[config.mk]
export PLATFORM = sky130hd
export DESIGN_NAME = odu_decode
export DESIGN_NICKNAME = d
export VERILOG_FILES = /design/src/odu_pkg.sv /design/src/odu_decode.sv /design/src/odu_table.sv
export SDC_FILE = /design/constraint.sdc
export NUM_CORES = 1
export LEC_CHECK = 0
export ABC_AREA = 1
export BUFFER_PORTS_ARGS = -buffer_cell sky130_fd_sc_hd__buf_4
export CELL_PAD_IN_SITES_DETAIL_PLACEMENT = 1
export CELL_PAD_IN_SITES_GLOBAL_PLACEMENT = 2
export CORE_MARGIN = 3
export CORE_UTILIZATION = 31
export CTS_BUF_LIST = sky130_fd_sc_hd__clkbuf_4 sky130_fd_sc_hd__clkbuf_8
export DETAILED_ROUTE_END_ITERATION = 8
export HOLD_SLACK_MARGIN = 0.1
export PLACE_DENSITY_LB_ADDON = 0.1
export SLEW_MARGIN = 20
export SYNTH_ARGS = -nofsm -noshare
export SYNTH_HDL_FRONTEND = slang
export SYNTH_SLANG_ARGS = --single-unit
export TNS_END_PERCENT = 1
[constraint.sdc]
create_clock -name mclk -period 3.9 [get_ports mclk]
set_input_delay 0.195 -clock mclk [delete_from_list [all_inputs] [get_ports mclk]]
set_output_delay 0.195 -clock mclk [all_outputs]
set_load 0.01 [all_outputs]
[src/odu_pkg.sv]
package odu_pkg;

  // ----------------------------------------------------------------
  // operation codes issued to execution
  // ----------------------------------------------------------------
  typedef enum logic [6:0] {
    OP_NONE              = 7'h00,
    OP_MULT_ACCUM        = 7'h01,
    OP_MULT_ACCUM_MOVE   = 7'h02,
    OP_AUX_POINTER       = 7'h03,
    OP_AUX_MODIFY        = 7'h04,
    OP_MULTIPLY_OP       = 7'h05,
    OP_MULTIPLY_IMM      = 7'h06,
    OP_MULT_ADD_PREV     = 7'h07,
    OP_MULT_SUB_PREV     = 7'h08,
    OP_MULT_UNSIGNED     = 7'h09,
    OP_SQUARE_ADD        = 7'h0a,
    OP_SQUARE_SUB        = 7'h0b,
    OP_ACC_NEGATE        = 7'h0c,
    OP_ACC_FROM_PRODUCT  = 7'h0d,
    OP_ACC_MINUS_PRODUCT = 7'h0e,
    OP_ACC_SHIFT_LEFT    = 7'h0f,
    OP_ACC_SHIFT_RIGHT   = 7'h10,
    OP_ACC_ROTATE_LEFT   = 7'h11,
    OP_ACC_ROTATE_RIGHT  = 7'h12,
    OP_STACK_TO_ACC      = 7'h13,
    OP_ACC_TO_STACK      = 7'h14,
    OP_STACK_TO_MEMORY   = 7'h15,
    OP_MEMORY_TO_STACK   = 7'h16,
    OP_SUBROUTINE_RETURN = 7'h17,
    OP_COND_RETURN       = 7'h18,
    OP_REPEAT_MEM        = 7'h19,
    OP_REPEAT_IMM        = 7'h1a,
    OP_STORE_ACC_HIGH    = 7'h1b,
    OP_STORE_ACC_LOW     = 7'h1c,
    OP_STORE_AUX         = 7'h1d,
    OP_AUX_SUB_IMM       = 7'h1e,
    OP_SET_INTM          = 7'h1f,
    OP_SET_OVM           = 7'h20,
    OP_SET_BLOCK_PROG    = 7'h21,
    OP_SET_SXM           = 7'h22,
    OP_SET_TC            = 7'h23,
    OP_SET_EXT_FLAG      = 7'h24,
    OP_SET_CARRY         = 7'h25,
    OP_STORE_PROD_HIGH   = 7'h26,
    OP_STORE_PROD_LOW    = 7'h27,
    OP_PRODUCT_SHIFT     = 7'h28,
    OP_STORE_STATUS0     = 7'h29,
    OP_STORE_STATUS1     = 7'h2a,
    OP_STORE_LONG_IMM    = 7'h2b,
    OP_SUB_MEM_SHIFT     = 7'h2c,
    OP_SUB_LONG_IMM      = 7'h2d,
    OP_SUB_HIGH          = 7'h2e,
    OP_SUB_SHORT_IMM     = 7'h2f,
    OP_SUB_WITH_BORROW   = 7'h30,
    OP_COND_SUBTRACT     = 7'h31,
    OP_SUB_NO_SIGN_EXT   = 7'h32,
    OP_SUB_TEMP_SHIFT    = 7'h33,
    OP_OR_MEM            = 7'h34,
    OP_OR_LONG_IMM       = 7'h35,
    OP_OR_IMM_SHIFT16    = 7'h36,
    OP_XOR_MEM           = 7'h37,
    OP_XOR_LONG_IMM      = 7'h38,
    OP_XOR_IMM_SHIFT16   = 7'h39,
    OP_LOAD_HIGH_ROUND   = 7'h3a,
    OP_ACC_NORMALIZE     = 7'h3b
  } odu_op_t;

  // ----------------------------------------------------------------
  // decoder states
  // ----------------------------------------------------------------
  typedef enum logic [2:0] {
    ST_IDLE  = 3'b001,
    ST_WAIT2 = 3'b010,
    ST_COND  = 3'b100
  } odu_state_t;

  // ----------------------------------------------------------------
  // cycle counts and field layout
  // ----------------------------------------------------------------
  localparam logic [2:0] CYC_ONE      = 3'h1;
  localparam logic [2:0] CYC_TWO      = 3'h2;
  localparam logic [2:0] CYC_THREE    = 3'h3;
  localparam logic [2:0] CYC_FOUR     = 3'h4;
  localparam logic [1:0] WORDS_ONE    = 2'h1;
  localparam logic [1:0] WORDS_TWO    = 2'h2;
  localparam int         ADDR_MSB     = 7;
  localparam int         SEL_MSB      = 10;
  localparam logic [3:0] SHIFT_SIXTEEN = 4'h0;

endpackage

[src/odu_decode.sv]
`timescale 1ns/10ps
`default_nettype none

module odu_decode (
  // clock and reset
  input  wire logic             mclk,
  input  wire logic             rst,
  // fetch side
  input  wire logic             fetch_valid,
  input  wire logic [15:0]      fetch_word,
  // condition result from the datapath
  input  wire logic             cond_done,
  input  wire logic             cond_taken,
  // issue side
  output logic                  issue_valid,
  output odu_pkg::odu_op_t      issue_op,
  output logic [7:0]            operand_address_field,
  output logic [2:0]            aux_select_field,
  output logic [3:0]            shift_amount_field,
  output logic [12:0]           imm_field,
  output logic [7:0]            condition_select_field,
  output logic [15:0]           second_word,
  output logic [1:0]            issue_words,
  output logic [2:0]            issue_cycles,
  output logic                  unknown_op,
  output logic                  decode_busy
);

  // ----------------------------------------------------------------
  // table lookup
  // ----------------------------------------------------------------
  odu_pkg::odu_op_t t_op;
  logic [1:0]       t_words;
  logic [2:0]       t_cycles;
  logic             t_cond;
  logic             t_valid;

  odu_table u_table (
    .word    (fetch_word),
    .op      (t_op),
    .words   (t_words),
    .cycles  (t_cycles),
    .is_cond (t_cond),
    .valid   (t_valid)
  );

  // ----------------------------------------------------------------
  // state and held fields
  // ----------------------------------------------------------------
  odu_pkg::odu_state_t state_r, state_nxt;
  odu_pkg::odu_op_t    op_r, op_nxt;
  logic [15:0]         first_r, first_nxt;
  logic [15:0]         second_r, second_nxt;
  logic [1:0]          words_r, words_nxt;
  logic [2:0]          cycles_r, cycles_nxt;
  logic                issue_r, issue_nxt;
  logic                unk_r, unk_nxt;
  logic [3:0]          shift_r, shift_nxt;
  logic [2:0]          aux_r, aux_nxt;
  logic                busy_r, busy_nxt;

  // next-state: one-word unconditional forms issue at once, others hold
  always_comb
  begin
    state_nxt  = state_r;
    op_nxt     = op_r;
    first_nxt  = first_r;
    second_nxt = second_r;
    words_nxt  = words_r;
    cycles_nxt = cycles_r;
    issue_nxt  = 1'b0;
    unk_nxt    = 1'b0;
    shift_nxt  = shift_r;
    aux_nxt    = aux_r;
    case (state_r)
      odu_pkg::ST_IDLE:
      begin
        if (fetch_valid)
        begin
          op_nxt     = t_op;
          first_nxt  = fetch_word;
          second_nxt = 16'h0000;
          words_nxt  = t_words;
          cycles_nxt = t_cycles;
          unk_nxt    = ~t_valid;
          aux_nxt    = fetch_word[2:0];
          // fields picked here so each output is a bare flip-flop
          case (t_op)
            odu_pkg::OP_SUB_MEM_SHIFT:
              shift_nxt = fetch_word[11:8];
            odu_pkg::OP_STORE_ACC_HIGH,
            odu_pkg::OP_STORE_ACC_LOW:
              shift_nxt = {1'b0, fetch_word[10:8]};
            odu_pkg::OP_SUB_LONG_IMM,
            odu_pkg::OP_OR_LONG_IMM,
            odu_pkg::OP_XOR_LONG_IMM:
              shift_nxt = fetch_word[3:0];
            odu_pkg::OP_STORE_AUX:
            begin
              shift_nxt = 4'h0;
              aux_nxt   = fetch_word[odu_pkg::SEL_MSB:8];
            end
            default:
              shift_nxt = 4'h0;
          endcase
          if (t_valid && t_words == odu_pkg::WORDS_TWO)
            state_nxt = odu_pkg::ST_WAIT2;
          else if (t_cond)
            state_nxt = odu_pkg::ST_COND;
          else
            issue_nxt = t_valid;
        end
      end
      odu_pkg::ST_WAIT2:
      begin
        // the operand word is captured before anything leaves
        if (fetch_valid)
        begin
          second_nxt = fetch_word;
          issue_nxt  = 1'b1;
          state_nxt  = odu_pkg::ST_IDLE;
        end
      end
      odu_pkg::ST_COND:
      begin
        // count is unknown until the datapath resolves the condition
        if (cond_done)
        begin
          cycles_nxt = cond_taken ? odu_pkg::CYC_FOUR : odu_pkg::CYC_TWO;
          issue_nxt  = 1'b1;
          state_nxt  = odu_pkg::ST_IDLE;
        end
      end
      default:
        state_nxt = odu_pkg::ST_IDLE;
    endcase
    // busy registered with the state so the pin needs no inverter
    busy_nxt = (state_nxt != odu_pkg::ST_IDLE);
  end

  // register stage
  always_ff @(posedge mclk)
  begin
    if (rst)
    begin
      state_r  <= odu_pkg::ST_IDLE;
      op_r     <= odu_pkg::OP_NONE;
      first_r  <= 16'h0000;
      second_r <= 16'h0000;
      words_r  <= 2'h0;
      cycles_r <= 3'h0;
      issue_r  <= 1'b0;
      unk_r    <= 1'b0;
      shift_r  <= 4'h0;
      aux_r    <= 3'h0;
      busy_r   <= 1'b0;
    end
    else
    begin
      state_r  <= state_nxt;
      op_r     <= op_nxt;
      first_r  <= first_nxt;
      second_r <= second_nxt;
      words_r  <= words_nxt;
      cycles_r <= cycles_nxt;
      issue_r  <= issue_nxt;
      unk_r    <= unk_nxt;
      shift_r  <= shift_nxt;
      aux_r    <= aux_nxt;
      busy_r   <= busy_nxt;
    end
  end

  // ----------------------------------------------------------------
  // outputs, all flip-flops or slices of them
  // ----------------------------------------------------------------
  assign issue_valid            = issue_r;
  assign issue_op               = op_r;
  assign operand_address_field  = first_r[odu_pkg::ADDR_MSB:0];
  assign aux_select_field       = aux_r;
  assign shift_amount_field     = shift_r;
  assign imm_field              = first_r[12:0];
  assign condition_select_field = first_r[7:0];
  assign second_word            = second_r;
  assign issue_words            = words_r;
  assign issue_cycles           = cycles_r;
  assign unknown_op             = unk_r;
  assign decode_busy            = busy_r;

endmodule

`default_nettype wire

[src/odu_table.sv]
`timescale 1ns/10ps
`default_nettype none

// ------------------------------------------------------------------
// combinational opcode table for the first word
// ------------------------------------------------------------------
module odu_table (
  // opcode word
  input  wire logic [15:0]     word,
  // decoded result
  output odu_pkg::odu_op_t     op,
  output logic [1:0]           words,
  output logic [2:0]           cycles,
  output logic                 is_cond,
  output logic                 valid
);

  // one sum-of-cases lookup; unmatched codes belong to other decoders
  always_comb
  begin
    op      = odu_pkg::OP_NONE;
    words   = odu_pkg::WORDS_ONE;
    cycles  = odu_pkg::CYC_ONE;
    is_cond = 1'b0;
    casez (word)
      16'b1010_0010_????_????: begin op = odu_pkg::OP_MULT_ACCUM;
        words = odu_pkg::WORDS_TWO; cycles = odu_pkg::CYC_THREE; end
      16'b1010_0011_????_????: begin op = odu_pkg::OP_MULT_ACCUM_MOVE;
        words = odu_pkg::WORDS_TWO; cycles = odu_pkg::CYC_THREE; end
      16'b1000_1011_0000_0000: op = odu_pkg::OP_NONE;                   // no-op, not ours
      16'b1000_1011_1000_1???: op = odu_pkg::OP_AUX_POINTER;
      16'b1000_1011_????_????: op = odu_pkg::OP_AUX_MODIFY;
      16'b0101_0100_????_????: op = odu_pkg::OP_MULTIPLY_OP;
      16'b110?_????_????_????: op = odu_pkg::OP_MULTIPLY_IMM;
      16'b0101_0000_????_????: op = odu_pkg::OP_MULT_ADD_PREV;
      16'b0101_0001_????_????: op = odu_pkg::OP_MULT_SUB_PREV;
      16'b0101_0101_????_????: op = odu_pkg::OP_MULT_UNSIGNED;
      16'b0101_0010_????_????: op = odu_pkg::OP_SQUARE_ADD;
      16'b0101_0011_????_????: op = odu_pkg::OP_SQUARE_SUB;
      16'b1011_1110_0000_0010: op = odu_pkg::OP_ACC_NEGATE;
      16'b1011_1110_0000_0011: op = odu_pkg::OP_ACC_FROM_PRODUCT;
      16'b1011_1110_0000_0101: op = odu_pkg::OP_ACC_MINUS_PRODUCT;
      16'b1011_1110_0000_1001: op = odu_pkg::OP_ACC_SHIFT_LEFT;
      16'b1011_1110_0000_1010: op = odu_pkg::OP_ACC_SHIFT_RIGHT;
      16'b1011_1110_0000_1100: op = odu_pkg::OP_ACC_ROTATE_LEFT;
      16'b1011_1110_0000_1101: op = odu_pkg::OP_ACC_ROTATE_RIGHT;
      16'b1011_1110_0011_0010: op = odu_pkg::OP_STACK_TO_ACC;
      16'b1011_1110_0011_1100: op = odu_pkg::OP_ACC_TO_STACK;
      16'b1000_1010_????_????: op = odu_pkg::OP_STACK_TO_MEMORY;
      16'b0111_0110_????_????: op = odu_pkg::OP_MEMORY_TO_STACK;
      16'b1110_1111_0000_0000: begin op = odu_pkg::OP_SUBROUTINE_RETURN;
        cycles = odu_pkg::CYC_FOUR; end
      16'b1110_11??_????_????: begin op = odu_pkg::OP_COND_RETURN;
        cycles = odu_pkg::CYC_FOUR; is_cond = 1'b1; end
      16'b0000_1011_????_????: op = odu_pkg::OP_REPEAT_MEM;
      16'b1011_1011_????_????: op = odu_pkg::OP_REPEAT_IMM;
      16'b1001_1???_????_????: op = odu_pkg::OP_STORE_ACC_HIGH;
      16'b1001_0???_????_????: op = odu_pkg::OP_STORE_ACC_LOW;
      16'b1000_0???_????_????: op = odu_pkg::OP_STORE_AUX;
      16'b0111_1100_????_????: op = odu_pkg::OP_AUX_SUB_IMM;
      16'b1011_1110_0100_0001: op = odu_pkg::OP_SET_INTM;
      16'b1011_1110_0100_0011: op = odu_pkg::OP_SET_OVM;
      16'b1011_1110_0100_0101: op = odu_pkg::OP_SET_BLOCK_PROG;
      16'b1011_1110_0100_0111: op = odu_pkg::OP_SET_SXM;
      16'b1011_1110_0100_1011: op = odu_pkg::OP_SET_TC;
      16'b1011_1110_0100_1101: op = odu_pkg::OP_SET_EXT_FLAG;
      16'b1011_1110_0100_1111: op = odu_pkg::OP_SET_CARRY;
      16'b1000_1101_????_????: op = odu_pkg::OP_STORE_PROD_HIGH;
      16'b1000_1100_????_????: op = odu_pkg::OP_STORE_PROD_LOW;
      16'b1000_1110_????_????: op = odu_pkg::OP_STORE_STATUS0;
      16'b1000_1111_????_????: op = odu_pkg::OP_STORE_STATUS1;
      16'b1010_1110_????_????: begin op = odu_pkg::OP_STORE_LONG_IMM;
        words = odu_pkg::WORDS_TWO; cycles = odu_pkg::CYC_TWO; end
      16'b0011_????_????_????: op = odu_pkg::OP_SUB_MEM_SHIFT;
      16'b1011_1111_1010_????: begin op = odu_pkg::OP_SUB_LONG_IMM;
        words = odu_pkg::WORDS_TWO; cycles = odu_pkg::CYC_TWO; end
      16'b1011_1111_1100_????: begin op = odu_pkg::OP_OR_LONG_IMM;
        words = odu_pkg::WORDS_TWO; cycles = odu_pkg::CYC_TWO; end
      16'b1011_1111_1101_????: begin op = odu_pkg::OP_XOR_LONG_IMM;
        words = odu_pkg::WORDS_TWO; cycles = odu_pkg::CYC_TWO; end
      16'b1011_1111_0100_01??: op = odu_pkg::OP_NONE;                   // compare, not ours
      16'b1011_1111_1000_????: op = odu_pkg::OP_NONE;                   // load long, not ours
      16'b1011_1111_0000_1???: op = odu_pkg::OP_NONE;                   // aux long, not ours
      16'b1011_1111_????_????: op = odu_pkg::OP_PRODUCT_SHIFT;
      16'b0110_0101_????_????: op = odu_pkg::OP_SUB_HIGH;
      16'b1011_1010_????_????: op = odu_pkg::OP_SUB_SHORT_IMM;
      16'b0110_0100_????_????: op = odu_pkg::OP_SUB_WITH_BORROW;
      16'b0000_1010_????_????: op = odu_pkg::OP_COND_SUBTRACT;
      16'b0110_0110_????_????: op = odu_pkg::OP_SUB_NO_SIGN_EXT;
      16'b0110_0111_????_????: op = odu_pkg::OP_SUB_TEMP_SHIFT;
      16'b0110_1101_????_????: op = odu_pkg::OP_OR_MEM;
      16'b1011_1110_1000_0010: begin op = odu_pkg::OP_OR_IMM_SHIFT16;
        words = odu_pkg::WORDS_TWO; cycles = odu_pkg::CYC_TWO; end
      16'b0110_1100_????_????: op = odu_pkg::OP_XOR_MEM;
      16'b1011_1110_1000_0011: begin op = odu_pkg::OP_XOR_IMM_SHIFT16;
        words = odu_pkg::WORDS_TWO; cycles = odu_pkg::CYC_TWO; end
      16'b0110_1000_????_????: op = odu_pkg::OP_LOAD_HIGH_ROUND;
      16'b1010_0000_????_????: op = odu_pkg::OP_ACC_NORMALIZE;
      default:                 op = odu_pkg::OP_NONE;
    endcase
    valid = (op != odu_pkg::OP_NONE);
  end

endmodule

`default_nettype wire
**Word-level counts from Yosys, hierarchy flattened**

Index checks and enable logic that the tools add are counted.

- Output and inout port bits: 67
- Word-level logic and storage cells: 148
- Register bits: 54

- Muxes and demuxes: 36
- Reduce and logical (&&, ||, !) cells: 20
- Equal/unequal tests: 78
- Bitwise operators: 3

Operators with widths:

| kind | count |
|---|---|
| 16-bit equality test (second input constant) | 20 |
| 7-bit one-hot mux with 24 select lines | 1 |
| 7-bit one-hot mux with 20 select lines | 1 |
| 8-bit by 7-bit equality test with 1-bit output (second input constant) | 15 |
| 8-bit equality test (second input constant) | 13 |
| 6-bit one-hot mux with 13 select lines | 1 |
| 12-bit equality test (second input constant) | 4 |
| 16-bit 2-to-1 mux | 2 |
| 16-bit one-hot mux with 2 select lines | 1 |
| 7-bit by 6-bit equality test with 1-bit output (second input constant) | 4 |
| 7-bit one-hot mux with 4 select lines | 1 |
| 3-bit 2-to-1 mux | 9 |
| 13-bit equality test (second input constant) | 2 |
| 22-bit OR reduction | 1 |
| 7-bit by 5-bit equality test with 1-bit output (second input constant) | 3 |
| 21-bit OR reduction | 1 |
| 20-bit OR reduction | 1 |
| 19-bit OR reduction | 1 |
| 3-bit one-hot mux with 2 select lines | 3 |
| 3-bit one-hot mux with 3 select lines | 2 |
| 8-bit by 4-bit equality test with 1-bit output (second input constant) | 2 |
| 5-bit equality test (second input constant) | 3 |
| 14-bit equality test (second input constant) | 1 |
| 4-bit one-hot mux with 3 select lines | 1 |
| other kinds (21) | 44 |

**Depth between registers and ports, before layout**

- Depth in word-level cells: 12
- Gate-level depth with buffers: 17
- Depth with buffers taken out: 16

**Cells and area by module**

From an unflattened synthesis, not the netlist that was laid out.

- Cells, all modules: 633
- Area, all modules: 3788.6 um^2

Modules (own cells, without submodules):

| module | times used | cells each | area each (um^2) |
|---|---|---|---|
| odu_decode | 1 | 305 | 2279.7 |
| odu_table | 1 | 328 | 1508.9 |

**Least setup slack after synthesis**

OpenSTA, ideal clock, no wires.

- Kind: input -> register
- Start point: in fetch_word[8]
- End point: reg issue_r (netlist: issue_valid)
- Data required time: 3.782 ns
- Cell stages on the path: 17
- Data arrival time: 1.532 ns
- Setup slack: 2.250 ns
- Cells stage by stage: buf_4 > inv_2 > nand2_1 > nor2_4 > nand2_4 > nor2_4 > nand2_2 > nand2_1 > nor2_1 > nand3_1 > nand2_1 > nand2_1 > nand2_1 > nor2_2 > nand3_2 > nand3_2 > a21oi_2

- Word-level cells in the longest chain between the ends: 11

RTL lines:

| what | line | RTL |
|---|---|---|
| start: declaration | odu_decode.sv:10 | `input wire logic [15:0] fetch_word,` |
| parallel branches: the longest is 8 deep, another holds 7-bit one-hot mux with 24 select lines | - |  |
| 1-bit 2-to-1 mux (*) | odu_decode.sv:106 | `if (t_valid && t_words == odu_pkg::WORDS_TWO)` |
| 1-bit 2-to-1 mux (*) | odu_decode.sv:78 | `if (fetch_valid)` |
| 1-bit one-hot mux with 3 select lines (*) | odu_decode.sv:75 | `case (state_r)` |
| end signal: assignment | odu_decode.sv:166 | `issue_r <= issue_nxt;` |
| end: declaration | odu_decode.sv:56 | `logic issue_r, issue_nxt;` |

Mark *: on every way between the ends.
A chain may end at the register's enable or synchronous reset.

**Final worst setup path**

- Start point: reg state_r[0]
- End point: reg second_r[9] (netlist: second_word[9])

- Word-level cells in the longest chain between the ends: 3

RTL lines:

| what | line | RTL |
|---|---|---|
| start: declaration | odu_decode.sv:50 | `odu_pkg::odu_state_t state_r, state_nxt;` |
| start signal: assignment | odu_decode.sv:146 | `state_r <= odu_pkg::ST_IDLE;` |
| start signal: assignment | odu_decode.sv:160 | `state_r <= state_nxt;` |
| 3-bit by 1-bit equality test with 1-bit output or 3-bit by 2-bit equality test with 1-bit output (tied branches) | odu_decode.sv:75 |  |
| 2-bit != test (no line) or 2-bit nonzero test (tied branches) | - |  |
| 3-bit AND reduction (no line) | - |  |
| end signal: assignment | odu_decode.sv:163 | `second_r <= second_nxt;` |
| end: declaration | odu_decode.sv:53 | `logic [15:0] second_r, second_nxt;` |

Several ways; a longest one is shown, not always the timed one.

==> metrics.md <==
| Metric | Value |
|---|---|
| Post-cts resize count | `0` |
| Cells on Worst Hold Path | `3` |
| Max Clock Skew | `roughly 0.007 ns` |
| Area of the die | `0.01294 mm^2` |
| Seq cells post-synth | `53` |
| Largest fanout on the critical path | `46` |
| Ratio of cells with drive above 1 in the final layout | `0.2188` |
| Endpoint type of the worst setup path | `flip-flop` |
| Timing-limited maximum frequency | `~400 MHz` |
| Total length of routed wires | `13730 um` |
| Filler cells | `approximately 1.5k` |
| TritonCTS clock tree | `yes` |
| Data required time at the worst endpoint | `between 4 and 5 ns` |
| Adder and majority cell fraction of the synthesized area | `0` |
| Net total in the final layout | `about 670` |
| Die Span X | `between 100 and 150 um` |
| Starting utilization of the core area | `0.3248` |
| Inserted Clock Buffers | `5` |
| Routed wire length per instance | `approximately 17 um` |
| Root Driver | `sky130_fd_sc_hd__clkbuf_8` |
| Synthesized-area fraction occupied by ao, oa, aoi and oai cells | `0.1551` |
| Post-synthesis instance area | `about 0.0036 mm^2` |
| Non-filler instance count after layout | `789` |
| Global placement routability congestion | `~0.92` |
| H-tree levels | `2` |
| Portion of netlist area occupied by mux cells | `0` |
| Sequential-to-total area share from yosys stat | `0.2949` |
| Setup-failing EPs final | `0` |
| Number of nets still failing antenna checks after routing | `0` |
| Main flop type after synthesis | `sky130_fd_sc_hd__dfxtp_1` |
| Remaining global-route overflow | `0` |
| TritonCTS sink count | `between 50 and 60` |
| Crit start category | `flip-flop` |
| Static power due to leakage | `0.002140 uW` |
| Depth of the most critical reg-to-reg path | `8` |
| Number of design rule violations left after detail routing | `0` |
| Largest family of logic cells by synthesized area | `simple AND/OR/NAND/NOR gates` |
| Vias in the first global route | `between 4k and 5k` |
| Routed via count | `between 3k and 4k` |
| Worst slew slack as a fraction of its limit | `0.2985` |
| Initial DRT Pass Iterations | `4` |
| Initial antenna violation count | `0` |
| Max-slew violation count | `0` |
| Actual slew at the worst max-slew pin | `between 1 and 1.5 ns` |
| Number of vias per cell after detailed routing | `around 5` |
| Simple-gate share of the synthesized area | `0.4263` |
| Mean Syn Cell Area | `6.099 um^2` |
| Worst Path Arrival | `~2.7 ns` |
| Die span in y | `113.7 um` |
| Number of ports placed on the die boundary | `between 80 and 90` |
| Cell Rows | `38` |
| Final critical delay including setup and external delays | `~2.5 ns` |
| Period utilization | `0.6310` |
| Result of the run | `finished clean` |
| Max-cap violations | `0` |
| ANT cells | `0` |
| Unrepaired setup endpoints after global routing | `false` |
| Path type of the worst min-delay path | `in -> reg` |
| DR iter-0 viols | `150` |
| Critical path class | `reg -> reg` |
| IO Port Bufs | `86` |
| Hold buffer count at cts | `0` |
| Net count after synthesis | `~600` |
| Instance count after placement with tap cells included | `between 700 and 800` |
| Power per Cell Area | `273.0 mW/mm^2` |
| Area Overhead vs Synth | `19.30%` |
| Setup Total Neg Slack | `0 ns` |
| Core Box Area | `0.01108 mm^2` |
| Worst ir drop on vdd | `0.1216 mV` |
| Setup bufs post-CTS | `0` |
| Clock Latency Late Sink | `about 0.31 ns` |
| Asr flop ratio synth | `0` |
| First-pass GRT wire length | `approximately 22000 um` |
| Post-synthesis instance total | `between 500 and 600` |
| Estimated wirelength of the detail-placed design | `11440 um` |
| Overall routing resource usage | `0.2125` |
| Pin count of the biggest net entering global routing | `between 40 and 50` |
| Clock slew seen by the registers of the worst setup and hold paths | `about 0.1 ns` |
| Cell variety after synth | `38` |
| Maximum root-to-sink buffer count | `2` |
| Number of enable-type register cells in the synthesized netlist | `0` |
| Total count of hold-check failures in the final report | `0` |
| Xor/xnor cell area share of the yosys netlist | `0` |
| Number of warnings issued by yosys | `0` |
Yosys cell counts, drive strengths merged, types with 2 or more instances:
master | count | share of area
nand3 | 41 | 0.063
o221ai | 3 | 0.0073
and2 | 2 | 0.0035
nor3 | 16 | 0.025
o21ai | 37 | 0.051
inv | 56 | 0.059
nand4 | 6 | 0.010
a31oi | 3 | 0.0052
o211ai | 2 | 0.0042
buf | 26 | 0.053
clkbuf | 9 | 0.0094
nand2 | 167 | 0.19
nor2 | 107 | 0.13
a21oi | 53 | 0.076
dfxtp | 53 | 0.29
state kept, by name, indices dropped and copies added, names as in the netlist:
register / count
issue_valid: 1
decode_busy: 1
shift_amount_field: 4
issue_cycles: 3
issue_words: 2
unknown_op: 1
issue_op: 6
second_word: 16
state_r: 3
first_r: 13
aux_select_field: 3
critical path, stage by stage (launching register included):
cell and delay [ns]:
sky130_fd_sc_hd__dfxtp_1 0.33, sky130_fd_sc_hd__inv_1 0.08, sky130_fd_sc_hd__nor3_1 0.05, sky130_fd_sc_hd__nand2_1 0.42, sky130_fd_sc_hd__inv_2 0.42, sky130_fd_sc_hd__nor2_2 0.63
sky130_fd_sc_hd__inv_1 0.22, sky130_fd_sc_hd__nand3_1 0.12, sky130_fd_sc_hd__a21oi_1 0.07
report_power, final:
| group | switching, uW | internal, uW | total (uW) |
|---|---|---|---|
| registers | 14.1 | 562 | 576 |
| logic | 166 | 92.2 | 258 |
| clock network | 192 | 144 | 337 |
| total | 373 | 799 | 1170 |
final cells by class:
cell class | instances | area, um^2 | area share
Inverter | 57 | 216.5 | 0.05042
Sequential cell | 53 | 1061 | 0.2472
Clock buffer | 6 | 82.58 | 0.01924
Multi-Input combinational cell | 445 | 2098 | 0.4888
Timing Repair Buffer | 86 | 645.6 | 0.1504
Clock inverter | 2 | 13.76 | 0.003206
Tap cell | 140 | 175.2 | 0.04080
path summary, 6_finish.rpt:
kind / startpoint / endpoint / slack (ns)
min reg2reg: second_word[13]$_SDFFE_PP0P_ / second_word[13]$_SDFFE_PP0P_ / 0.47
min: fetch_word[6] / second_word[6]$_SDFFE_PP0P_ / 0.17
max: state_r[0]$_SDFF_PP1_ / second_word[9]$_SDFFE_PP0P_ / 1.44
max reg2reg: state_r[0]$_SDFF_PP1_ / second_word[9]$_SDFFE_PP0P_ / 1.44
logic make-up after synthesis:
family	Yosys count
AOI/OAI and AO/OA	103
DFF	53
other	1
and+or+nand+nor	341
buffers and inverters	92
layer usage:
layer	global-route usage	part of all wire
met4	0.05529	0.015
met1	0.2798	0.46
met5	0	0
met2	0.3710	0.49
met3	0.02122	0.041
cell usage in the layout (no fill, tap or decap), types with 4 or more instances in the layout:
cell,synthesis,routed
sky130_fd_sc_hd__dfxtp_1,53,53
sky130_fd_sc_hd__inv_2,12,12
sky130_fd_sc_hd__nand2_4,5,5
sky130_fd_sc_hd__o21ai_0,35,35
sky130_fd_sc_hd__nand2_2,7,7
sky130_fd_sc_hd__nand4_1,6,6
sky130_fd_sc_hd__clkbuf_8,0,6
sky130_fd_sc_hd__buf_4,20,86
sky130_fd_sc_hd__nand2_1,155,155
sky130_fd_sc_hd__inv_1,43,43
sky130_fd_sc_hd__nor3_1,14,14
sky130_fd_sc_hd__nor2_4,5,5
sky130_fd_sc_hd__nand3_1,37,37
sky130_fd_sc_hd__a21oi_1,51,51
sky130_fd_sc_hd__nor2_1,94,93
sky130_fd_sc_hd__nor2_2,7,8
sky130_fd_sc_hd__nand3_2,4,4
through the flow:
| step | instance area, um^2 | worst slack [ns] | power [uW] | hold slack (ns) | utilization |
|---|---|---|---|---|---|
| floorplan | 3598 | 2.250 | 747.8 | 0.3423 | - |
| global placement | 4194 | 1.188 | 845.4 | 0.4495 | 0.3786 |
| detailed placement | 4194 | 1.079 | 849.4 | 0.4588 | 0.3786 |
| CTS | 4290 | 1.056 | 1185 | 0.1583 | 0.3873 |
| global route | 4293 | 1.105 | 1239 | 0.1606 | 0.3875 |
| finish | 4293 | 1.439 | 1172 | 0.1669 | 0.3875 |
Note: power is estimated with default switching activity, not from simulation.
